`config.mk`:
```
export PLATFORM = sky130hd
export DESIGN_NAME = tunnel_mode_link_config
export DESIGN_NICKNAME = d
export VERILOG_FILES = /design/src/tunnel_cfg_pkg.sv /design/src/stream_fifo.sv /design/src/tunnel_mode_link_config.sv
export SDC_FILE = /design/constraint.sdc
export NUM_CORES = 2
export LEC_CHECK = 0
export BUFFER_PORTS_ARGS = -buffer_cell sky130_fd_sc_hd__buf_2
export CORE_AREA = 2 2 350 352
export DETAILED_ROUTE_END_ITERATION = 10
export DIE_AREA = 0 0 352 354
export GPL_ROUTABILITY_DRIVEN = 0
export GPL_TIMING_DRIVEN = 0
export PLACE_DENSITY = 0.85
export SYNTH_ARGS = -nofsm -noshare
export SYNTH_HDL_FRONTEND = slang
export SYNTH_HIERARCHICAL = 1
export SYNTH_SLANG_ARGS = --single-unit
```
`constraint.sdc`:
```
create_clock -name clk -period 15 [get_ports clk]
set_clock_uncertainty 0.15 [all_clocks]
set_input_delay 2.25 -clock clk [delete_from_list [all_inputs] [get_ports clk]]
set_output_delay 2.25 -clock clk [all_outputs]
set_load 0.01 [all_outputs]
```
`src/tunnel_cfg_pkg.sv`:
```
// constants shared by the tunnel/pixel mode configuration block and its stream fifo
package tunnel_cfg_pkg;

  // ****************************************
  // sizes
  // ****************************************
  localparam int LINKS      = 4;
  localparam int ADDR_W     = 16;
  localparam int REG_W      = 8;
  localparam int FIFO_DEPTH = 32;

  // ****************************************
  // register offsets (byte addresses on the register port)
  // ****************************************
  localparam logic [LINKS-1:0][ADDR_W-1:0] ENABLE_ADDR = {16'h09f6, 16'h09b6, 16'h0976, 16'h0936};
  localparam logic [LINKS-1:0][ADDR_W-1:0] DETECT_ADDR = {16'h09f9, 16'h09b9, 16'h0979, 16'h0939};
  localparam logic [ADDR_W-1:0]            STATUS_ADDR     = 16'h1260;
  localparam logic [ADDR_W-1:0]            LINK_RESET_ADDR = 16'h0018;

  // ****************************************
  // reset values and writable masks
  // ****************************************
  localparam logic [REG_W-1:0] ENABLE_RESET     = 8'h08;
  localparam logic [REG_W-1:0] DETECT_RESET     = 8'h10;
  localparam logic [REG_W-1:0] STATUS_RESET     = 8'h00;
  localparam logic [REG_W-1:0] LINK_RESET_RESET = 8'h00;
  localparam logic [REG_W-1:0] ENABLE_WMASK     = 8'h19;
  localparam logic [REG_W-1:0] DETECT_WMASK     = 8'hf6;
  localparam logic [REG_W-1:0] STATUS_WMASK     = 8'h80;

  // ****************************************
  // field positions
  // ****************************************
  localparam int TUNNEL_ENABLE_BIT  = 0;  // tunnel_enable_bit
  localparam int LANES_LO           = 3;  // manual c-phy lane count, 2 bits
  localparam int LANE_DETECT_DIS    = 7;  // serializer lane-count detect disable
  localparam int TUNNEL_DETECT_DIS  = 6;  // auto_tunnel_detect_disable
  localparam int OUT_PHY_LO         = 4;  // tunnel_output_phy_select, 2 bits
  localparam int CONV_MANUAL_BIT    = 2;  // conversion_manual_value
  localparam int CONV_OVERRIDE_BIT  = 1;  // conversion_override_enable
  localparam int KIND_OVERRIDE_BIT  = 7;  // lane_kind_override_enable
  localparam int HOLD_LO            = 4;  // held link resets, 4 bits
  localparam int PULSE_LO           = 0;  // link_pulse_reset, 4 bits
  localparam int FLAGS_LO           = 0;  // tunnel-detected flags, 4 bits

  // ****************************************
  // stream word layout
  // ****************************************
  localparam int DATA_W  = 32;
  localparam int BPP_W   = 5;
  localparam int DT_W    = 6;
  localparam int VC_W    = 2;
  localparam int LINK_W  = 2;
  localparam int PHY_W   = 2;
  localparam int LANE_W  = 2;
  localparam int DATA_LO = 0;
  localparam int BPP_LO  = DATA_LO + DATA_W;
  localparam int DT_LO   = BPP_LO + BPP_W;
  localparam int VC_LO   = DT_LO + DT_W;
  localparam int LINK_LO = VC_LO + VC_W;
  localparam int PHY_LO  = LINK_LO + LINK_W;
  localparam int TUN_BIT = PHY_LO + PHY_W;
  localparam int WORD_W  = TUN_BIT + 1;

endpackage

```
`src/stream_fifo.sv`:
```
// first-word-fall-through fifo with registered outputs for the tagged video stream
`timescale 1ns/1ps
`default_nettype none
module stream_fifo #(
  parameter int WIDTH = 8,
  parameter int DEPTH = 32
) (
  input  wire logic             clk,       // register clock
  input  wire logic             rst_n,     // synchronised reset, active low
  input  wire logic             in_valid,  // word offered
  output logic                  in_ready,  // room for a word
  input  wire logic [WIDTH-1:0] in_word,   // word in
  output logic                  out_valid, // word held at output
  input  wire logic             out_ready, // sink takes the word
  output logic      [WIDTH-1:0] out_word   // word out
);
  localparam int AW = $clog2(DEPTH);
  localparam int CW = $clog2(DEPTH + 1);
  localparam logic [CW-1:0] FULL_COUNT = CW'(DEPTH);

  logic [WIDTH-1:0] mem [DEPTH];
  logic [AW-1:0]    wr_ptr;
  logic [AW-1:0]    rd_ptr;
  logic [CW-1:0]    count;
  logic [CW-1:0]    next_count;
  logic             push;
  logic             load;

  // handshakes on both sides
  assign push       = in_valid && in_ready;
  assign load       = (count != '0) && (!out_valid || out_ready);
  assign next_count = count + CW'(push) - CW'(load);

  // storage write
  always_ff @(posedge clk)
  begin
    if (push)
    begin
      mem[wr_ptr] <= in_word;
    end
  end

  // pointers, occupancy and registered ready
  always_ff @(posedge clk or negedge rst_n)
  begin
    if (!rst_n)
    begin
      wr_ptr   <= '0;
      rd_ptr   <= '0;
      count    <= '0;
      in_ready <= 1'b1;
    end
    else
    begin
      if (push)
      begin
        wr_ptr <= AW'(wr_ptr + 1'b1);
      end
      if (load)
      begin
        rd_ptr <= AW'(rd_ptr + 1'b1);
      end
      count    <= next_count;
      in_ready <= (next_count != FULL_COUNT);
    end
  end

  // output register, stalls while the sink holds off
  always_ff @(posedge clk or negedge rst_n)
  begin
    if (!rst_n)
    begin
      out_valid <= 1'b0;
      out_word  <= '0;
    end
    else if (load)
    begin
      out_valid <= 1'b1;
      out_word  <= mem[rd_ptr];
    end
    else if (out_ready)
    begin
      out_valid <= 1'b0;
    end
  end

endmodule
`default_nettype wire

```
`src/tunnel_mode_link_config.sv`:
```
// per-link pixel/tunnel mode configuration, detection and tagged stream path
`timescale 1ns/1ps
`default_nettype none
module tunnel_mode_link_config (
  input  wire logic        clk,                      // register clock, 20 MHz
  input  wire logic        resetn,                   // async reset, active low
  input  wire logic [15:0] reg_addr,                 // register address
  input  wire logic [7:0]  reg_wdata,                // write data
  input  wire logic        reg_write,                // write strobe
  input  wire logic        reg_read,                 // read strobe
  output logic      [7:0]  reg_rdata,                // read data
  output logic             reg_rvalid,               // read data valid pulse
  input  wire logic [3:0]  ser_tunnel_seen,          // link reports tunnel serializer
  input  wire logic [3:0]  ser_dphy_seen,            // link reports d-phy serializer
  input  wire logic [7:0]  ser_lane_count,           // detected lane count per link
  input  wire logic [3:0]  pipe_lane_kind_detected,  // detected c-phy mode per pipe
  input  wire logic [3:0]  pipe_lane_kind_override,  // programmed c-phy mode per pipe
  input  wire logic        quad_height_aggregation,  // quad-height aggregation active
  input  wire logic [3:0]  pixel_remap_enable,       // per-link pixel rewrite enable
  input  wire logic [23:0] pixel_dt_map,             // new data type per link
  input  wire logic [7:0]  pixel_vc_map,             // new virtual channel per link
  input  wire logic [19:0] pixel_bpp_map,            // new bpp per link
  input  wire logic [7:0]  pixel_out_phy,            // output phy per pixel link
  input  wire logic        in_valid,                 // stream word offered
  output logic             in_ready,                 // stream word accepted
  input  wire logic [1:0]  in_link,                  // source link of word
  input  wire logic [5:0]  in_dt,                    // data type
  input  wire logic [1:0]  in_vc,                    // virtual channel
  input  wire logic [4:0]  in_bpp,                   // bits per pixel
  input  wire logic [31:0] in_data,                  // payload
  output logic             out_valid,                // output word valid
  input  wire logic        out_ready,                // output sink ready
  output logic             out_tunnel,               // word belongs to tunnel class
  output logic      [1:0]  out_phy,                  // destination phy
  output logic      [1:0]  out_link,                 // source link
  output logic      [5:0]  out_dt,                   // data type
  output logic      [1:0]  out_vc,                   // virtual channel
  output logic      [4:0]  out_bpp,                  // bits per pixel
  output logic      [31:0] out_data,                 // payload
  output logic      [3:0]  link_tunnel_mode,         // link runs in tunnel mode
  output logic      [3:0]  link_conversion,          // d-phy to c-phy conversion on
  output logic      [7:0]  link_lane_count,          // c-phy lane count per link
  output logic      [7:0]  link_out_phy,             // tunnel output phy per link
  output logic      [3:0]  pipe_lane_kind,           // c-phy mode used per pipe
  output logic      [3:0]  link_reset                // link data path reset
);

  // ****************************************
  // reset and input synchronisers
  // ****************************************
  logic        rst_meta;
  logic        rst_n;
  logic [15:0] det_meta;
  logic [15:0] det_sync;
  logic [3:0]  det_tunnel;
  logic [3:0]  det_dphy;
  logic [7:0]  det_lanes;

  // reset release through two flops
  always_ff @(posedge clk or negedge resetn)
  begin
    if (!resetn)
    begin
      rst_meta <= 1'b0;
      rst_n    <= 1'b0;
    end
    else
    begin
      rst_meta <= 1'b1;
      rst_n    <= rst_meta;
    end
  end

  // detection levels come from the link clock domain; quasi-static
  always_ff @(posedge clk or negedge rst_n)
  begin
    if (!rst_n)
    begin
      det_meta <= '0;
      det_sync <= '0;
    end
    else
    begin
      det_meta <= {ser_lane_count, ser_dphy_seen, ser_tunnel_seen};
      det_sync <= det_meta;
    end
  end

  assign det_tunnel = det_sync[3:0];
  assign det_dphy   = det_sync[7:4];
  assign det_lanes  = det_sync[15:8];

  // ****************************************
  // register file
  // ****************************************
  logic [3:0][7:0] enable_reg;
  logic [3:0][7:0] detect_reg;
  logic [7:0]      status_reg;
  logic [3:0]      hold_reset;
  logic [3:0]      next_tunnel;
  logic [3:0]      next_conv;
  logic [7:0]      next_lanes;
  logic [7:0]      next_rdata;

  genvar gi;
  generate
    for (gi = 0; gi < tunnel_cfg_pkg::LINKS; gi++)
    begin : g_link
      // tunnel control register, unused bits read zero
      always_ff @(posedge clk or negedge rst_n)
      begin
        if (!rst_n)
        begin
          enable_reg[gi] <= tunnel_cfg_pkg::ENABLE_RESET;
        end
        else if (reg_write && reg_addr == tunnel_cfg_pkg::ENABLE_ADDR[gi])
        begin
          enable_reg[gi] <= reg_wdata & tunnel_cfg_pkg::ENABLE_WMASK;
        end
      end

      // detection control register
      always_ff @(posedge clk or negedge rst_n)
      begin
        if (!rst_n)
        begin
          detect_reg[gi] <= tunnel_cfg_pkg::DETECT_RESET;
        end
        else if (reg_write && reg_addr == tunnel_cfg_pkg::DETECT_ADDR[gi])
        begin
          detect_reg[gi] <= reg_wdata & tunnel_cfg_pkg::DETECT_WMASK;
        end
      end

      // mode selection per link, independent of the others
      always_comb
      begin
        next_tunnel[gi] = detect_reg[gi][tunnel_cfg_pkg::TUNNEL_DETECT_DIS]
                        ? enable_reg[gi][tunnel_cfg_pkg::TUNNEL_ENABLE_BIT]
                        : det_tunnel[gi];
        next_conv[gi]   = detect_reg[gi][tunnel_cfg_pkg::CONV_OVERRIDE_BIT]
                        ? detect_reg[gi][tunnel_cfg_pkg::CONV_MANUAL_BIT]
                        : next_tunnel[gi] & det_dphy[gi];
        next_lanes[gi*2 +: 2] = detect_reg[gi][tunnel_cfg_pkg::LANE_DETECT_DIS]
                              ? enable_reg[gi][tunnel_cfg_pkg::LANES_LO +: tunnel_cfg_pkg::LANE_W]
                              : det_lanes[gi*2 +: 2];
      end

      // registered mode outputs
      always_ff @(posedge clk or negedge rst_n)
      begin
        if (!rst_n)
        begin
          link_tunnel_mode[gi]    <= 1'b0;
          link_conversion[gi]     <= 1'b0;
          link_lane_count[gi*2 +: 2] <= 2'h0;
          link_out_phy[gi*2 +: 2]    <= 2'h0;
          pipe_lane_kind[gi]      <= 1'b0;
        end
        else
        begin
          link_tunnel_mode[gi]    <= next_tunnel[gi];
          link_conversion[gi]     <= next_conv[gi];
          link_lane_count[gi*2 +: 2] <= next_lanes[gi*2 +: 2];
          link_out_phy[gi*2 +: 2]    <= detect_reg[gi][tunnel_cfg_pkg::OUT_PHY_LO +: tunnel_cfg_pkg::PHY_W];
          pipe_lane_kind[gi] <= (status_reg[tunnel_cfg_pkg::KIND_OVERRIDE_BIT] && quad_height_aggregation)
                                ? pipe_lane_kind_override[gi]
                                : pipe_lane_kind_detected[gi];
        end
      end
    end
  endgenerate

  // status register: only the override enable is stored
  always_ff @(posedge clk or negedge rst_n)
  begin
    if (!rst_n)
    begin
      status_reg <= tunnel_cfg_pkg::STATUS_RESET;
    end
    else if (reg_write && reg_addr == tunnel_cfg_pkg::STATUS_ADDR)
    begin
      status_reg <= reg_wdata & tunnel_cfg_pkg::STATUS_WMASK;
    end
  end

  // link reset: held bits stay, one-shot bits last one cycle
  always_ff @(posedge clk or negedge rst_n)
  begin
    if (!rst_n)
    begin
      hold_reset <= tunnel_cfg_pkg::LINK_RESET_RESET[tunnel_cfg_pkg::HOLD_LO +: 4];
      link_reset <= 4'h0;
    end
    else if (reg_write && reg_addr == tunnel_cfg_pkg::LINK_RESET_ADDR)
    begin
      hold_reset <= reg_wdata[tunnel_cfg_pkg::HOLD_LO +: 4];
      link_reset <= reg_wdata[tunnel_cfg_pkg::HOLD_LO +: 4] | reg_wdata[tunnel_cfg_pkg::PULSE_LO +: 4];
    end
    else
    begin
      link_reset <= hold_reset;
    end
  end

  // read mux; unmapped addresses read zero
  always_comb
  begin
    next_rdata = 8'h00;
    for (int k = 0; k < tunnel_cfg_pkg::LINKS; k++)
    begin
      if (reg_addr == tunnel_cfg_pkg::ENABLE_ADDR[k])
      begin
        next_rdata = enable_reg[k];
      end
      if (reg_addr == tunnel_cfg_pkg::DETECT_ADDR[k])
      begin
        next_rdata = detect_reg[k];
      end
    end
    if (reg_addr == tunnel_cfg_pkg::STATUS_ADDR)
    begin
      next_rdata = status_reg | {4'h0, det_tunnel};
    end
    if (reg_addr == tunnel_cfg_pkg::LINK_RESET_ADDR)
    begin
      next_rdata = {hold_reset, 4'h0};  // one-shot bits read zero
    end
  end

  // read answer one cycle after the strobe
  always_ff @(posedge clk or negedge rst_n)
  begin
    if (!rst_n)
    begin
      reg_rdata  <= 8'h00;
      reg_rvalid <= 1'b0;
    end
    else
    begin
      reg_rvalid <= reg_read;
      reg_rdata  <= reg_read ? next_rdata : 8'h00;
    end
  end

  // ****************************************
  // stream path
  // ****************************************
  logic                               in_tunnel;
  logic [tunnel_cfg_pkg::DT_W-1:0]    word_dt;
  logic [tunnel_cfg_pkg::VC_W-1:0]    word_vc;
  logic [tunnel_cfg_pkg::BPP_W-1:0]   word_bpp;
  logic [tunnel_cfg_pkg::PHY_W-1:0]   word_phy;
  logic                               fifo_in_valid;
  logic [tunnel_cfg_pkg::WORD_W-1:0]  fifo_in_word;
  logic [tunnel_cfg_pkg::WORD_W-1:0]  fifo_out_word;

  // tag, route and optionally rewrite each word
  always_comb
  begin
    in_tunnel = link_tunnel_mode[in_link];
    word_dt   = in_dt;
    word_vc   = in_vc;
    word_bpp  = in_bpp;
    word_phy  = in_tunnel ? link_out_phy[in_link*2 +: 2] : pixel_out_phy[in_link*2 +: 2];
    if (!in_tunnel && pixel_remap_enable[in_link])
    begin
      word_dt  = pixel_dt_map[in_link*6 +: 6];
      word_vc  = pixel_vc_map[in_link*2 +: 2];
      word_bpp = pixel_bpp_map[in_link*5 +: 5];
    end
  end

  // words of a link held in reset are taken and dropped
  assign fifo_in_valid = in_valid && !link_reset[in_link];
  assign fifo_in_word  = {in_tunnel, word_phy, in_link, word_vc, word_dt, word_bpp, in_data};

  stream_fifo #(
    .WIDTH (tunnel_cfg_pkg::WORD_W),
    .DEPTH (tunnel_cfg_pkg::FIFO_DEPTH)
  ) u_fifo (
    .clk       (clk),
    .rst_n     (rst_n),
    .in_valid  (fifo_in_valid),
    .in_ready  (in_ready),
    .in_word   (fifo_in_word),
    .out_valid (out_valid),
    .out_ready (out_ready),
    .out_word  (fifo_out_word)
  );

  // split the registered fifo word onto the output ports
  assign out_tunnel = fifo_out_word[tunnel_cfg_pkg::TUN_BIT];
  assign out_phy    = fifo_out_word[tunnel_cfg_pkg::PHY_LO +: tunnel_cfg_pkg::PHY_W];
  assign out_link   = fifo_out_word[tunnel_cfg_pkg::LINK_LO +: tunnel_cfg_pkg::LINK_W];
  assign out_vc     = fifo_out_word[tunnel_cfg_pkg::VC_LO +: tunnel_cfg_pkg::VC_W];
  assign out_dt     = fifo_out_word[tunnel_cfg_pkg::DT_LO +: tunnel_cfg_pkg::DT_W];
  assign out_bpp    = fifo_out_word[tunnel_cfg_pkg::BPP_LO +: tunnel_cfg_pkg::BPP_W];
  assign out_data   = fifo_out_word[tunnel_cfg_pkg::DATA_LO +: tunnel_cfg_pkg::DATA_W];
endmodule
`default_nettype wire
```
==> reports/results.tsv <==
metric	value	unit
syn-num-nets	3835	
synth-main-ff-cell	edfxtp_1	
wl_per_cell	33.20	um
post-route-util	66.23	%
final_layout_size_suffix_gt1_share	23.43	%
failed_checks	capacitance limit, slew limit	
crit_buf_inv	6	
track_usage	31.17	%
syn_area_per_cell	19.10	um^2
remaining_drc_errors	0	
synth_area	69800	um^2
fin_crit_sh	41.42	%
syn_inst	3655	
p_leak	28.23	nW
io_buffers	256	
setup_tns	0	ns
ys_warn_count	6	
grt_setup_unrepaired	no	
grt_start_max_net_pins	71	
vdd_drop_max	0.1349	mV
die-width	352	um
status	finished, violations left	
cts_buffers	169	
syn_to_final_growth	14.74	%
clk-insertion-delay-late	0.78	ns
synthArstFlopShare	10.31	%
relSlewSlack	-0.8952	%
hpwl	121300	um
final_nets	4330	
arrival	6.52	ns
dieHeight	354	um
setup_ws	8.787	ns
place_ws	8.172	ns
hp-class	reg -> reg	
rows	128	
finalSetupViolCount	0	
ys_ff_latch	1784	
first_iter_violations	6084	
grt_antenna_before_repair	7	
h-tree-depth	4	
grt_first_pass_wirelength	279000	um
endpoint_kind	flop	
min_period	6.213	ns
path_cells	buf_2 > buf_4 > mux4_2 > nor2b_1 > and2_1 > clkbuf_1 > nand2_1 > clkbuf_1 > nor2_4 > buf_12 > buf_12	
synth_cell_types	55	
slowest_delay	0.84	ns
cts.sinks	1784	
cts-resized-gates	0	
coreArea	120900	um^2
initial_core_util	57.72	%
slowest_stage	nor2_4	
fmax	160.9	MHz
worstMarginPinSlew	1.513	ns
synth_edf_count	1600	
post_cts_buffers	0	
routed_wirelength	196500	um
vias	40280	
ios	259	
dieArea	124600	um^2
globalRouteOverflowTotal	0	
ys_seq_area_share	75.45	%
clkTransAtPathRegs	0.06	ns
required	15.31	ns
hold_viol	0	
largest_register_ff_count	1600	
criticalPathCategory	in -> reg	
crit_family	buffers and inverters	
cts_root_buffer	clkbuf_16	
power_density	185.0	nW/um^2
drv_cap	1	
cp-start-kind	primary input	
post_drt_via_cell_ratio	6.804	
grt_pass1_vias	40890	
dr.pass1.iters	5	
cts_buffer_depth	3	
ant_nets	0	
finalMaxSlewViolations	12	
cts_hold_buffers	0	
regToRegSetupSlack	10.80	ns
cts_tree	yes	
crit_fanout	34	
==> kinds of logic after synthesis <==
kind of cell | share of synthesized area (%)
other | 0.005373
AO/OA/AOI/OAI | 6.014
buffers and inverters | 2.083
XOR/XNOR | 0.1255
adder cells (fa/ha/maj) | 0.2617
flip-flops | 75.45
multiplexers | 14.33
AND/OR/NAND/NOR | 1.728
==> synthesized netlist by cell type (9+ instances only) <==
cell type / instances / area [um^2]
dfstp_2: 9 / 236.5
buf_1: 9 / 33.78
a22o_1: 37 / 324.1
o22ai_1: 100 / 625.6
buf_4: 28 / 210.2
a211oi_1: 30 / 225.2
a221oi_1: 58 / 508.0
nor3_1: 32 / 160.2
a221oi_2: 12 / 180.2
nand3_1: 10 / 50.05
nor2b_1: 39 / 244.0
a21oi_1: 73 / 365.4
a211o_1: 15 / 131.4
ha_1: 13 / 162.7
buf_2: 33 / 165.2
mux4_2: 117 / 2635
a22oi_1: 141 / 1059
o41ai_2: 35 / 569.3
buf_6: 30 / 337.8
o21ai_0: 14 / 70.07
xnor2_1: 10 / 87.58
mux2_2: 137 / 1543
clkbuf_1: 104 / 390.4
inv_1: 19 / 71.32
mux2i_1: 582 / 5826
nor2_1: 41 / 153.9
dfrtp_1: 175 / 4379
nand2_1: 78 / 292.8
edfxtp_1: 1600 / 48050
==> final timing paths <==
check	start	end	cells past startpoint
setup / recovery	in_link[0]	u_fifo/mem[23][5]	11
hold / removal	det_meta[3]	det_sync[3]	0
setup reg to reg	u_fifo/count[4]	u_fifo/in_ready	14
hold reg to reg	det_meta[3]	det_sync[3]	0
max in group asynchronous	rst_n	detect_reg[20]	2
min in group asynchronous	rst_n	pipe_lane_kind[2]	0
==> report_power, final <==
group	internal (W)	total, W	switching, W
Combinational	0.00171	0.00470	0.00299
Clock	0.00230	0.00413	0.00183
Sequential	0.00583	0.00599	0.000163
Total	0.00983	0.0148	0.00498
==> cell usage in the layout (no fill, tap or decap), types with 32 or more instances in the layout <==
master,count
mux2i_1,582
clkinv_1,44
clkbuf_1,143
nor2b_1,39
nor3_1,32
mux4_2,117
clkbuf_16,171
o41ai_2,35
a22oi_1,141
dfrtp_1,174
a22o_1,37
nor2_4,32
edfxtp_1,1600
nand2_1,78
o22ai_1,100
buf_2,289
buf_12,62
a21oi_1,73
a221oi_1,58
mux2_2,137
==> through the flow <==
| step | instance area (um^2) | std cells | total power (W) | hold WS, ns |
|---|---|---|---|---|
| after CTS | 80080 | 5915 | 0.01470 | 0.1965 |
| after floorplan | 69800 | 3655 | 0.008887 | 0.1812 |
| after global routing | 80080 | 5915 | 0.01513 | 0.1955 |
| after global placement | 73110 | 5536 | 0.01033 | 0.1821 |
| after detailed placement | 74810 | 5604 | 0.01055 | 0.1864 |
| final | 80090 | 5920 | 0.01481 | 0.1938 |
==> cell type report <==
type / instances / area (um^2)
clock inverters: 99 / 808.3
inverters: 19 / 71.32
well taps: 1625 / 2033
plain buffers: 218 / 1383
diodes: 5 / 12.51
flip-flops and latches: 1784 / 52670
multi-input cells: 1634 / 15920
fillers: 7375 / 40830
repair buffers: 324 / 2740
clock buffers: 212 / 4453
==> metal layers <==
layer | vias up | part of all wire, % | GRT usage, %
met2 | 3497 | 47 | 50.06
met3 | 735 | 14 | 8.737
li1 | 15860 | - | -
met1 | 20190 | 34 | 39.54
met5 | - | 0.025 | 0
met4 | 8 | 5.5 | 14.91
Note: power is estimated with default switching activity, not from simulation.
